### src/common/nil_map.svh
/*
  Constants of the identification loader and infrared strap block.
  Assumes inclusion by the package and the design file by bare name.
*/
`ifndef NIL_MAP_SVH
`define NIL_MAP_SVH
`define NIL_CLK_DIV 256
`define NIL_HALF_DIV 128
`define NIL_WORDS 8
`define NIL_WORD_BITS 16
`define NIL_READ_OP 3'h6
`define NIL_ADDR_BITS 6
`define NIL_IR_BIT 6
`define NIL_CHANNELS 8
`define NIL_SENSE_CYCLES 4
`define NIL_CMD_LAST 8
`define NIL_DATA_START 10
`define NIL_LAST_BIT 25
`endif

### src/common/nil_pkg.sv
/*
  Types of the identification loader block.
  Assumes the constants header sits alongside.
*/
`include "nil_map.svh"
package nil_pkg;
  typedef enum logic [2:0] {
    NIL_SENSE = 3'h0,
    NIL_SEL = 3'h1,
    NIL_SHIFT = 3'h2,
    NIL_GAP = 3'h3,
    NIL_DONE = 3'h4
  } nil_state_t;
  // Bit-bang control written by software.
  typedef struct packed {
    logic manual;
    logic clock;
    logic select;
    logic writeData;
  } nil_bitbang_t;
  // Identification words loaded from memory.
  typedef struct packed {
    logic [15:0] vendorId;
    logic [15:0] subVendorId;
  } nil_ident_t;
endpackage

### src/hdl/nil_loader.sv
/*
  Loads eight words from the serial memory after reset, offers manual
  bit-bang access, and samples the infrared strap.
  Assumes a 40 MHz clock and a pulled-up chip select line at power-up.
*/
`timescale 1ns/1ps
`include "nil_map.svh"
module nil_loader #(
  parameter logic [15:0] DEFAULT_VENDOR = 16'h0001, // Arbitrary value.
  parameter logic [15:0] DEFAULT_SUBVENDOR = 16'h0002 // Arbitrary value.
) (
  input wire logic clk, // 40 MHz clock.
  input wire logic reset_n, // Async hardware reset, low.
  input wire logic softReset, // One-cycle soft reset pulse.
  input wire nil_pkg::nil_bitbang_t bitbang, // Bit-bang control.
  input wire logic infraredStrap, // Infrared enable strap pin.
  input wire logic nvmReadLine, // Serial data from memory.
  input wire logic nvmSelectIn, // Chip select pin level.
  output logic nvmSerialClock, // Serial clock to memory.
  output logic nvmChipSelect, // Chip select to memory.
  output logic nvmSelectOe, // Chip select output enable.
  output logic nvmWriteLine, // Serial data to memory.
  output logic nvmReadBit, // Read line for software.
  output nil_pkg::nil_ident_t ident, // Loaded identification.
  output logic [127:0] loadedWords, // All eight words.
  output logic loadDone, // Automatic load finished.
  output logic nvmPresent, // Memory sensed.
  output logic [7:0] irModeBits // Modem control bit 6 per channel.
);
  import nil_pkg::*;

  typedef struct packed {
    logic [1:0] strapSync;
    logic [1:0] readSync;
    logic [1:0] selSync;
    nil_state_t state;
    logic [7:0] div;
    logic [5:0] bitCnt;
    logic [2:0] wordCnt;
    logic [15:0] shift;
    logic [127:0] words;
    logic sclk;
    logic cs;
    logic csOe;
    logic wr;
    logic rdBit;
    nil_ident_t id;
    logic done;
    logic present;
    logic [7:0] ir;
  } nil_regs_t;

  nil_regs_t st_reg, st_next;
  logic rstLocal_n;
  logic [1:0] rstPipe;
  logic restart;
  logic tick;
  logic [8:0] cmdWord;

  // Reset release through two flip-flops.
  always_ff @(posedge clk or negedge reset_n) begin
    if (!reset_n) begin
      rstPipe <= 2'h0;
    end else begin
      rstPipe <= {rstPipe[0], 1'h1};
    end
  end
  assign rstLocal_n = rstPipe[1];

  // Start bit, read opcode and word address.
  assign cmdWord = {`NIL_READ_OP, 3'h0, st_reg.wordCnt};
  assign restart = softReset;
  assign tick = st_reg.div == 8'(`NIL_HALF_DIV - 1);

  // Next-state logic for the whole block.
  always_comb begin
    st_next = st_reg;
    st_next.strapSync = {st_reg.strapSync[0], infraredStrap};
    st_next.readSync = {st_reg.readSync[0], nvmReadLine};
    st_next.selSync = {st_reg.selSync[0], nvmSelectIn};
    st_next.rdBit = st_reg.readSync[1];
    st_next.div = tick ? 8'h0 : st_reg.div + 8'h1;
    if (restart) begin
      st_next.state = NIL_SENSE;
      st_next.bitCnt = 6'h0;
      st_next.done = 1'h0;
      st_next.csOe = 1'h0;
      st_next.sclk = 1'h0;
      st_next.cs = 1'h0; // A cut frame is ended at once.
      st_next.wr = 1'h0;
    end else begin
      case (st_reg.state)
        NIL_SENSE: begin
          st_next.csOe = 1'h0;
          st_next.ir = {`NIL_CHANNELS{st_reg.strapSync[1]}};
          if (st_reg.bitCnt == 6'(`NIL_SENSE_CYCLES)) begin
            st_next.present = st_reg.selSync[1];
            st_next.bitCnt = 6'h0;
            st_next.wordCnt = 3'h0;
            st_next.id = '{DEFAULT_VENDOR, DEFAULT_SUBVENDOR};
            st_next.state = st_reg.selSync[1] ? NIL_SEL : NIL_DONE;
          end else begin
            st_next.bitCnt = st_reg.bitCnt + 6'h1;
          end
        end
        NIL_SEL: begin
          st_next.csOe = 1'h1;
          st_next.cs = 1'h1;
          st_next.wr = cmdWord[8];
          if (tick) begin
            st_next.state = NIL_SHIFT;
          end
        end
        NIL_SHIFT: begin
          if (tick) begin
            st_next.sclk = !st_reg.sclk;
            if (st_reg.sclk) begin
              // Falling edge: present next command bit.
              st_next.bitCnt = st_reg.bitCnt + 6'h1;
              if (st_reg.bitCnt < 6'(`NIL_CMD_LAST)) begin
                st_next.wr = cmdWord[4'(7) - st_reg.bitCnt[3:0]];
              end else begin
                st_next.wr = 1'h0;
              end
              if (st_reg.bitCnt == 6'(`NIL_LAST_BIT)) begin
                st_next.state = NIL_GAP;
                st_next.cs = 1'h0;
              end
            end else if (st_reg.bitCnt >= 6'(`NIL_DATA_START)) begin
              // Rising edge: capture data bit after dummy zero.
              st_next.shift = {st_reg.shift[14:0], st_reg.readSync[1]};
            end
          end
        end
        NIL_GAP: begin
          if (tick) begin
            st_next.words[st_reg.wordCnt * 16 +: 16] = st_reg.shift;
            if (st_reg.wordCnt == 3'h0) st_next.id.vendorId = st_reg.shift;
            if (st_reg.wordCnt == 3'h1) st_next.id.subVendorId = st_reg.shift;
            st_next.bitCnt = 6'h0;
            st_next.wordCnt = st_reg.wordCnt + 3'h1;
            st_next.state = (st_reg.wordCnt == 3'(`NIL_WORDS - 1)) ?
                            NIL_DONE : NIL_SEL;
          end
        end
        NIL_DONE: begin
          st_next.done = 1'h1;
          st_next.csOe = 1'h1;
          st_next.sclk = bitbang.manual & bitbang.clock;
          st_next.cs = bitbang.manual & bitbang.select;
          st_next.wr = bitbang.manual & bitbang.writeData;
        end
        default: st_next.state = NIL_SENSE;
      endcase
    end
  end

  // State register with constant reset values.
  always_ff @(posedge clk or negedge rstLocal_n) begin
    if (!rstLocal_n) begin
      st_reg <= '0;
    end else begin
      st_reg <= st_next;
    end
  end

  assign nvmSerialClock = st_reg.sclk;
  assign nvmChipSelect = st_reg.cs;
  assign nvmSelectOe = st_reg.csOe;
  assign nvmWriteLine = st_reg.wr;
  assign nvmReadBit = st_reg.rdBit;
  assign ident = st_reg.id;
  assign loadedWords = st_reg.words;
  assign loadDone = st_reg.done;
  assign nvmPresent = st_reg.present;
  assign irModeBits = st_reg.ir;

  // Serial clock toggles only on divider ticks while loading.
  sclk_rate_a: assert property (@(posedge clk) disable iff (!rstLocal_n)
    st_reg.state == NIL_SHIFT && $changed(nvmSerialClock) |->
    $past(tick)) else $error("serial clock changed off tick");

  // Without memory the built-in identification stays in place.
  no_mem_skip_a: assert property (@(posedge clk) disable iff (!rstLocal_n)
    st_reg.state == NIL_SENSE && st_next.state == NIL_DONE |=>
    ident == {DEFAULT_VENDOR, DEFAULT_SUBVENDOR})
    else $error("defaults lost without memory");
  // The strap level reaches every channel while sensing.
  strap_copy_a: assert property (@(posedge clk) disable iff (!rstLocal_n)
    st_reg.state == NIL_SENSE && !restart |=>
    irModeBits == {8{$past(st_reg.strapSync[1])}})
    else $error("strap not copied");
  // The synchronised read line is offered to software.
  read_bit_a: assert property (@(posedge clk) disable iff (!rstLocal_n)
    nvmReadBit == $past(st_reg.readSync[1]))
    else $error("read line not shown");

  // Manual access follows the software bits one cycle later.
  manual_clk_a: assert property (@(posedge clk) disable iff (!rstLocal_n)
    st_reg.state == NIL_DONE && !restart |=>
    nvmSerialClock == $past(bitbang.manual & bitbang.clock))
    else $error("manual clock wrong");
  // Chip select follows its software bit.
  manual_cs_a: assert property (@(posedge clk) disable iff (!rstLocal_n)
    st_reg.state == NIL_DONE && !restart |=>
    nvmChipSelect == $past(bitbang.manual & bitbang.select))
    else $error("manual select wrong");
  // The write line follows its software bit.
  manual_wr_a: assert property (@(posedge clk) disable iff (!rstLocal_n)
    st_reg.state == NIL_DONE && !restart |=>
    nvmWriteLine == $past(bitbang.manual & bitbang.writeData))
    else $error("manual write wrong");

  // A sensed memory is recorded as present.
  sense_present_a: assert property (@(posedge clk) disable iff (!rstLocal_n)
    st_reg.state == NIL_SENSE && st_next.state == NIL_SEL |=>
    nvmPresent) else $error("presence not latched");
  // A soft reset starts the whole sequence again.
  soft_restart_a: assert property (@(posedge clk) disable iff (!rstLocal_n)
    restart |=> st_reg.state == NIL_SENSE && !loadDone)
    else $error("soft reset ignored");
  // A soft reset ends any frame that was under way.
  soft_cut_a: assert property (@(posedge clk) disable iff (!rstLocal_n)
    restart |=> !nvmChipSelect && !nvmWriteLine && !nvmSerialClock)
    else $error("frame not cut by soft reset");

  // The select pin is released while it is being sensed.
  oe_sense_a: assert property (@(posedge clk) disable iff (!rstLocal_n)
    st_reg.state == NIL_SENSE |-> !nvmSelectOe)
    else $error("select driven while sensing");
  // Presence only changes during sensing.
  present_hold_a: assert property (@(posedge clk) disable iff (!rstLocal_n)
    st_reg.state != NIL_SENSE && !restart |=> $stable(nvmPresent))
    else $error("presence changed late");
  // The strap copy only changes during sensing.
  strap_hold_a: assert property (@(posedge clk) disable iff (!rstLocal_n)
    st_reg.state != NIL_SENSE && !restart |=> $stable(irModeBits))
    else $error("strap copy changed late");
  // All channels share one infrared setting.
  ir_all_a: assert property (@(posedge clk) disable iff (!rstLocal_n)
    irModeBits == 8'h00 || irModeBits == 8'hff)
    else $error("channels disagree on infrared");

  // The divider wraps after its tick.
  div_wrap_a: assert property (@(posedge clk) disable iff (!rstLocal_n)
    tick |=> st_reg.div == 8'h0)
    else $error("divider did not wrap");
  // The serial clock rests low while a frame is being opened.
  sclk_idle_a: assert property (@(posedge clk) disable iff (!rstLocal_n)
    st_reg.state == NIL_SEL |-> !nvmSerialClock)
    else $error("serial clock high at frame start");
  // Each frame opens with select and the start bit high.
  sel_start_a: assert property (@(posedge clk) disable iff (!rstLocal_n)
    st_reg.state == NIL_SEL && tick && !restart |=>
    nvmChipSelect && nvmWriteLine)
    else $error("frame start wrong");
  // The write line is low once the command has been sent.
  write_cmd_a: assert property (@(posedge clk) disable iff (!rstLocal_n)
    st_reg.state == NIL_SHIFT && st_reg.bitCnt > 6'h8 |-> !nvmWriteLine)
    else $error("write line high after command");
  // Select is dropped between words.
  gap_cs_a: assert property (@(posedge clk) disable iff (!rstLocal_n)
    st_reg.state == NIL_GAP |-> !nvmChipSelect)
    else $error("select held between words");
  // Stored words do not move while a word is shifted.
  words_hold_a: assert property (@(posedge clk) disable iff (!rstLocal_n)
    st_reg.state == NIL_SHIFT |=> $stable(loadedWords))
    else $error("stored words changed while shifting");

  // The first word becomes the vendor identification.
  ident_word_a: assert property (@(posedge clk) disable iff (!rstLocal_n)
    st_reg.state == NIL_GAP && tick && st_reg.wordCnt == 3'h0 &&
    !restart |=> ident.vendorId == $past(st_reg.shift))
    else $error("vendor word not stored");
  // The second word becomes the sub-vendor identification.
  sub_word_a: assert property (@(posedge clk) disable iff (!rstLocal_n)
    st_reg.state == NIL_GAP && tick && st_reg.wordCnt == 3'h1 &&
    !restart |=> ident.subVendorId == $past(st_reg.shift))
    else $error("sub-vendor word not stored");
  // The eighth word ends the automatic load.
  word_count_a: assert property (@(posedge clk) disable iff (!rstLocal_n)
    st_reg.state == NIL_GAP && tick && st_reg.wordCnt == 3'h7 &&
    !restart |=> st_reg.state == NIL_DONE)
    else $error("load did not stop after eight words");

  // Done is only shown once loading has finished.
  load_clear_a: assert property (@(posedge clk) disable iff (!rstLocal_n)
    st_reg.state != NIL_DONE |-> !loadDone)
    else $error("done shown too early");
  // Done is held once loading has finished.
  done_level_a: assert property (@(posedge clk) disable iff (!rstLocal_n)
    st_reg.state == NIL_DONE && !restart |=> loadDone)
    else $error("done not held");
  // Select is driven during manual access.
  done_oe_a: assert property (@(posedge clk) disable iff (!rstLocal_n)
    st_reg.state == NIL_DONE && !restart |=> nvmSelectOe)
    else $error("select not driven after load");
  // Without the manual bit the link stays quiet.
  bang_idle_a: assert property (@(posedge clk) disable iff (!rstLocal_n)
    st_reg.state == NIL_DONE && !bitbang.manual && !restart |=>
    !nvmSerialClock && !nvmChipSelect && !nvmWriteLine)
    else $error("link moved without manual bit");

  // Main scenarios that the tests are meant to reach.
  load_cov: cover property (@(posedge clk) st_reg.state == NIL_GAP &&
    st_reg.wordCnt == 3'h7 && tick);
  skip_cov: cover property (@(posedge clk) st_reg.state == NIL_SENSE &&
    st_next.state == NIL_DONE);
  ir_cov: cover property (@(posedge clk) irModeBits == 8'hff);
  manual_cov: cover property (@(posedge clk) st_reg.state == NIL_DONE &&
    bitbang.manual && bitbang.clock);
  restart_cov: cover property (@(posedge clk) restart &&
    st_reg.state == NIL_DONE);
endmodule

### config.mk
export PLATFORM = sky130hd
export DESIGN_NAME = nil_loader
export DESIGN_NICKNAME = d
export VERILOG_FILES = /design/src/common/nil_pkg.sv /design/src/hdl/nil_loader.sv
export VERILOG_INCLUDE_DIRS = /design/src /design/src/common
export SDC_FILE = /design/constraint.sdc
export NUM_CORES = 1
export LEC_CHECK = 0
export BUFFER_PORTS_ARGS = -buffer_cell sky130_fd_sc_hd__buf_2
export CORE_ASPECT_RATIO = 0.75
export CORE_MARGIN = 2
export CORE_UTILIZATION = 56
export DETAILED_ROUTE_END_ITERATION = 8
export PLACE_DENSITY = 0.89
export SYNTH_ARGS = -nofsm -noshare
export SYNTH_HDL_FRONTEND = slang
export SYNTH_SLANG_ARGS = --single-unit
### constraint.sdc
create_clock -name clk -period 7.2 [get_ports clk]
set_input_delay 1.08 -clock clk [delete_from_list [all_inputs] [get_ports clk]]
set_output_delay 1.08 -clock clk [all_outputs]
set_load 0.03 [all_outputs]
==> key figures, run 1 <==
Layout
  • Area of the multi-input gates: 3237 um2
  • Layout area overhead: 4.698%
  • Area occupied by registers: approximately 5300 um2
  • Fill cells: 1437
  • N_diodes: 0
  • Final instance area: 10790 um2
  • Max reg flops: 128
  • Final net count: about 950
  • Layout cells sized above 1: 0.3454

Clocking
  • Sink Count: 212
  • # hold bufs at CTS: 0
  • Clk root buf: clkbuf_16
  • Post-CTS Setup Repair Bufs: 0
  • Total CTS buffers: 21
  • Worst-skew pair later-pin latency: 490 ps
  • PostCTS Resize Cnt: 0
  • Maximum buffer depth of the clock tree: 3
  • H-tree levels: 1
  • CTS tree: done
  • CTS clk-pin slew, worst paths: 60 ps

Logic synthesis
  • Unique cell type count in the Yosys netlist: 65
  • Syn Inst Count: 938
  • #FFs+latches synth: 212
  • Main synth FF type: dfrtp_1
  • Synthesized area: around 10000 um2
  • Ys async rst share: 1.000
  • Syn nets: 958
  • Syn Area/Cell: 10.99 um2
  • Yosys warnings: 0
  • Seq/Total Area, Yosys: 0.5146
  • Post-synth EDFFs: 0

Power
  • Pwr dens: 257.4 nW/um2
  • Leakage: about 5.6 nW
  • Worst ir drop on vdd: 0.1559 mV
  • Final Power: 2.778 mW

Place
  • Area after DPL: 10130 um2
  • GP Congestion: 0.8359
  • PortBufs: 184
  • DP HPWL: 15380 um

Setup path
  • Reg-to-reg startpoint: cmdWord[0]
  • Flop2flop setup slack: between 3000 and 4000 ps
  • CP Launch Type: register
  • CP arrival: 4170 ps
  • Crit path required time: between 7000 and 8000 ps
  • Crit Path Class: reg -> reg
  • Length in cells of the worst reg-to-reg path: 6
  • RR Endpoint: loadedWords[105]
  • Crit-path max FO: 16
  • Worst setup EP type: register
  • Crit. Startpoint: cmdWord[0]

STA
  • Worst slew margin: 0.3284
  • Clk_skew: about 15 ps
  • Final setup viols: 0
  • Minimum clock period after layout: between 3000 and 4000 ps
  • Period utilization: 0.5291
  • RSZ-0062 raised after global routing: false
  • Final hold vios: 0
  • WHS: 279.2 ps
  • Worst Tran Pin Value: 1004 ps
  • Fin Setup TNS: 0 ps
  • Max Fclk: 262.5 MHz
  • Final Max Tran Viols: 0

Global route
  • GRT Residual Overflow: 0
  • All-layer global routing usage: 0.2313
  • Initial antenna violation count: 0
  • Vias in the first global route: 6260
  • Largest net degree at the start of global routing: 177
  • Global-route wire length before repair: around 36000 um

Route
  • Detailed router's first-iteration violation count: between 500 and 600
  • Total number of vias: approximately 6600
  • Final Routed Wirelength: ~23000 um
  • Drt pass-1 iters: 5
  • Drt drc: 0
  • WL/cell: 19.27 um
  • Via density: 5.541
  • Routed Antenna Nets: 0

Flow run
  • Max-capacitance violation count: 0

Die
  • Core ar.: 17810 um2
  • Die Ht: 121.5 um
  • Die span in x: 160.7 um
  • Top Ports: about 190
  • Initial Utilization: 0.5787
  • Full die area: 19520 um2
  • Row cnt: 42

Outcome
  • Status: finished, final reports clean

Worst hold path
  • Hold Crit Class: reg -> async
[kinds of logic (layout without fill, tap and decap cells)]
family | count (synthesis) | after routing | synth area share
AO/OA/AOI/OAI | 121 | 121 | 0.07974
XOR/XNOR | 5 | 5 | 0.004249
adder cells (fa/ha/maj) | 10 | 10 | 0.01214
buffers and inverters | 304 | 307 | 0.1751
flip-flops | 212 | 212 | 0.5146
multiplexers | 104 | 104 | 0.1111
other | 1 | 1 | 0.0003638
AND/OR/NAND/NOR | 181 | 181 | 0.1027
[cells in the final DEF (no fill, tap or decap), types with 3 or more instances in the layout]
cell type	n
a22o_1	30
o21ai_1	3
clkbuf_8	3
nand3_1	58
buf_4	7
o211ai_1	4
clkbuf_16	21
nand2b_1	5
o21ai_0	54
and3_1	3
ha_1	10
nand4_1	3
nand2_1	27
and2_1	20
mux2i_1	21
nor2b_1	3
xor2_1	3
clkbuf_1	6
a21oi_1	7
nand3b_1	3
buf_2	184
clkinv_2	3
inv_1	78
nor2_1	18
dfrtp_1	211
nor4b_4	4
mux2_2	83
nor3_1	12
[final cells by class]
type / count / area share
multi-input cells: 422 / 0.2999
well taps: 242 / 0.02805
repair buffers: 192 / 0.09205
clock buffers: 30 / 0.05460
inverters: 78 / 0.02713
clock inverters: 7 / 0.006376
flip-flops and latches: 212 / 0.4919
[Yosys cell counts, types with 3 or more instances]
master	count	area (um2)
nand4_1	3	18.77
and3_1	3	18.77
nor4b_2	3	45.04
buf_2	16	80.08
nand3_1	58	290.3
nor2b_1	3	18.77
nor2_1	18	67.56
ha_1	10	125.1
buf_4	169	1269
nor3_1	12	60.06
xor2_1	3	26.28
inv_1	78	292.8
nand2_1	27	101.4
clkbuf_1	38	142.6
nand2b_1	5	31.28
o21ai_0	54	270.3
nand3b_1	3	22.52
and2_1	20	125.1
dfrtp_1	212	5305
o21ai_1	3	15.01
mux2_2	83	934.7
o211ai_1	4	30.03
mux2i_1	21	210.2
a21oi_1	7	35.03
a22o_1	30	262.8
[per-layer routing]
| metal | global-route usage | part of all wire |
|---|---|---|
| met5 | 0 | 0 |
| met4 | 0.04955 | 0.017 |
| met3 | 0.04716 | 0.078 |
| met2 | 0.3405 | 0.43 |
| met1 | 0.3560 | 0.47 |
[worst max-delay path by stage]
stage / endpoint / slack, ps / cells after the start
6_report: loadedWords[105] / 3390 / 6
4_1_cts: loadedWords[105] / 3390 / 6
5_1_grt: loadedWords[105] / 3050 / 6
3_3_place_gp: loadedWords[110] / 3500 / 6
3_5_place_dp: loadedWords[99] / 3360 / 6
2_1_floorplan: cmdWord[0] / 850 / 0
[where the power goes]
group          switching, mW  leakage, nW  internal (mW)
logic                  0.311         2.73          0.142
registers             0.0504         2.57           1.22
clock network          0.445        0.318          0.607
total                  0.807         5.61           1.97
[worst max-delay path, cell delays in order (launching register included)]
cell     delay, ps
dfrtp_1        590
inv_1          210
ha_1           260
ha_1           330
nor2_1         810
nand4_1        910
mux2_2         570
[through the flow]
| stage | std cells | utilization | worst slack (ps) |
|---|---|---|---|
| floorplan | 938 | - | 854.8 |
| global placement | 1146 | 0.5689 | 3495 |
| detailed placement | 1146 | 0.5689 | 3363 |
| CTS | 1183 | 0.6058 | 3389 |
| global route | 1183 | 0.6058 | 3055 |
| finish | 1183 | 0.6058 | 3391 |
No activity file was read; power rests on OpenSTA's default activity.
==> inputs of run 2 (changes only) <==
--- a/config.mk
+++ b/config.mk
@@ -9,9 +9,9 @@
 export BUFFER_PORTS_ARGS = -buffer_cell sky130_fd_sc_hd__buf_2
 export CORE_ASPECT_RATIO = 0.75
 export CORE_MARGIN = 2
-export CORE_UTILIZATION = 56
+export CORE_UTILIZATION = 51
 export DETAILED_ROUTE_END_ITERATION = 8
-export PLACE_DENSITY = 0.89
+export PLACE_DENSITY = 0.86
 export SYNTH_ARGS = -nofsm -noshare
 export SYNTH_HDL_FRONTEND = slang
 export SYNTH_SLANG_ARGS = --single-unit
==> constraint.sdc (replaced) <==
create_clock -name clk -period 3.35 [get_ports clk]
set_input_delay 0.5025 -clock clk [delete_from_list [all_inputs] [get_ports clk]]
set_output_delay 0.5025 -clock clk [all_outputs]
set_load 0.03 [all_outputs]
==> run 2 against run 1 <==
Sequential power rose by 120%. Global-route usage is 1.4 points lower. Non-clock buffer count grew 15. First-iteration DRC count shrank 12%. Critical path type unchanged. Maximum frequency grew 31%. Clock-buffer cell count shrank 2. Critical endpoint is now loadedWords[87].
==> key figures, run 2 (synthesis gave the netlist of run 1 again) <==
Global route
  • Grt met2 use: 0.3316 (-0.008966)
  • GRT busiest layer: met2
  • Vias in the first global route: 6202 (-0.93%)
  • GR Util met1: 0.3300 (-0.02603)
  • Global routing met3 resource utilization: 0.04492 (-0.002244)
  • Initial antenna violation count: 0 (unchanged)
  • Largest net degree at the start of global routing: 71 (-60%)
  • All-layer global routing usage: 0.2176 (-0.01377)
  • GRT Residual Overflow: 0 (unchanged)
  • Global-route wire length before repair: 36390 um (+2.5%)

Layout
  • Layout area overhead: 7.112%
  • Fill cells: 1700 (+18%)
  • Layout cells sized above 1: 0.3585 (+0.01311)
  • Area of the multi-input gates: 3237 um2 (unchanged)
  • Final net count: 963 (+1.7%)
  • Most frequent cells in the layout: dfrtp_1 (211), buf_2 (184), mux2_2 (83)
  • N_diodes: 0 (unchanged)
  • Commonest non-fill, non-tap cell in the layout: dfrtp_1
  • Area occupied by registers: 5309 um2 (unchanged)
  • Post-route insts no fill: 1212 (+2.5%)
  • Max reg flops: 128 (unchanged)

STA
  • WHS: 108.2 ps (-171.0 ps)
  • Clk_skew: 18.74 ps (+3.422 ps)
  • Final hold vios: 0 (unchanged)
  • Period utilization: 0.8683 (+0.3392)
  • Fin Setup TNS: 0 ps (unchanged)
  • Final Max Tran Viols: 0 (unchanged)
  • Final setup viols: 0 (unchanged)
  • Minimum clock period after layout: 2909 ps (-900.5 ps)
  • Worst slew margin: 0.4386 (+0.1102)
  • RSZ-0062 raised after global routing: false
  • Worst Tran Pin Value: 842.1 ps (-161.6 ps)
  • Max Fclk: 343.8 MHz (+31%)

Setup path
  • CP max stage delay: 600 ps (-310 ps)
  • Crit path required time: 3750 ps (-3810 ps)
  • CP arrival: 3310 ps (-860 ps)
  • CP top delay family: simple AND/OR/NAND/NOR gates
  • CP Cell Sequence: inv_1 > ha_1 > ha_1 > nor4bb_2 > nor4b_4 > buf_4 > nand3_1 > o21ai_0
  • Crit-path max FO: 32 (+16)
  • Worst setup EP type: register
  • Most used cell, CP: ha_1
  • CP Buf/Inv Count: 2 (+1)
  • CP max-delay cell: dfrtp_1
  • CP Launch Type: register
  • Crit Path Class: reg -> reg

Route
  • Detailed router's first-iteration violation count: 498 (-12%)
  • Total number of vias: 6575 (+0.31%)
  • WL/cell: 19.32 um (+0.28%)
  • Via density: 5.425 (-2.1%)
  • Drt drc: 0 (unchanged)
  • Drt pass-1 iters: 5 (unchanged)
  • Routed Antenna Nets: 0 (unchanged)
  • Final Routed Wirelength: 23420 um (+2.7%)

Outcome
  • Status: finished, final reports clean

Power
  • Switch share: 0.2760 (-0.01441)
  • Cell Int Power: 4.584 mW (+130%)
  • Worst ir drop on vdd: 0.2951 mV (+89%)
  • Final Power: 6.332 mW (+130%)
  • Logic pwr share: 0.155 (-0.008)
  • Clk pwr share: 0.411 (+0.032)
  • Leakage: 5.745 nW (+2.3%)
  • Pwr dens: 573.4 nW/um2 (+120%)
  • Switching power: 1.748 mW (+120%)
  • Reg power frac: 0.434 (-0.024)

Clocking
  • Sink Count: 212 (unchanged)
  • Worst-skew pair later-pin latency: 500 ps (about the same)
  • CTS tree: done
  • H-tree levels: 1 (unchanged)
  • Clk root buf: clkbuf_16
  • Total CTS buffers: 22 (+4.8%)
  • CTS clk-pin slew, worst paths: 60 ps (about the same)
  • Maximum buffer depth of the clock tree: 3 (unchanged)
  • PostCTS Resize Cnt: 0 (unchanged)

Die
  • Top Ports: 185 (unchanged)
  • Initial Utilization: 0.5143 (-0.06437)
  • Core ar.: 20040 um2 (+13%)
  • Die span in x: 168.2 um (+4.7%)
  • Die Ht: 127.1 um (+4.6%)
  • Full die area: 21380 um2 (+9.5%)
  • Row cnt: 45 (+7.1%)

Flow run
  • Max-capacitance violation count: 0 (unchanged)

Place
  • PortBufs: 184 (unchanged)
  • GP Congestion: 0.8496 (+1.6%)
  • DP HPWL: 15990 um (+3.9%)
  • Placed cell count: 1176 (+2.6%)

Worst hold path
  • Hold Crit Class: in -> reg
## run 2: cell count changes in the layout (fill, tap and decap cells not counted), sizes merged
cell,before,now
bufinv,1,4
clkinv,4,2
clkinvlp,2,1
buf,192,206
clkbuf,30,28
dlygate4sd3,0,1
## run 2: metal layers
metal | share of wire | wire length [um]
met1 | 0.48 | 11140
met5 | 0 | 0
met2 | 0.44 | 10300
met3 | 0.071 | 1665
met4 | 0.013 | 316
## run 2: final timing paths
path	from	to	slack, ps	depth (start not counted)
setup / recovery	cmdWord[0]	loadedWords[87]	440	8
hold / removal	infraredStrap	st_next[216]	110	1
setup reg to reg	cmdWord[0]	loadedWords[87]	440	8
hold reg to reg	st_next[212]	st_reg[212]	350	0
max in group asynchronous	rstPipe[1]	loadedWords[57]	1880	1
min in group asynchronous	reset_n	rstPipe[1]	340	2
## run 2: power groups by stage
| stage | Clock, mW | Combinational (mW) | Sequential (mW) |
|---|---|---|---|
| final | 2.60 | 0.981 | 2.75 |
| after global routing | 2.78 | 1.08 | 2.76 |
| after CTS | 2.65 | 0.979 | 2.74 |
| after detailed placement | 0 | 0.972 | 2.79 |
| after global placement | 0 | 0.950 | 2.78 |
| after floorplan | 0 | 0.675 | 2.80 |
## run 2: stage by stage
| stage | utilization | setup slack, ps | cell area (um2) |
|---|---|---|---|
| floorplan | - | 636.6 | 10310 |
| global placement | 0.5119 | 638.9 | 10260 |
| detailed placement | 0.5119 | 520.4 | 10260 |
| CTS | 0.5509 | 484.3 | 11040 |
| global route | 0.5509 | 241.1 | 11040 |
| finish | 0.5509 | 441.2 | 11040 |
## run 2: timing repair
item,4_1_cts,5_1_grt
endpoints found under the hold margin,2,0
buffers inserted,0,0
hold buffers,1,0
setup endpoints to repair,0,0
## run 2: layout make-up
class | instances | share of cell area
flip-flops and latches | 212 | 0.4808
multi-input cells | 422 | 0.2931
inverters | 78 | 0.02652
clock inverters | 7 | 0.01246
repair buffers | 207 | 0.1004
well taps | 258 | 0.02924
clock buffers | 28 | 0.05745
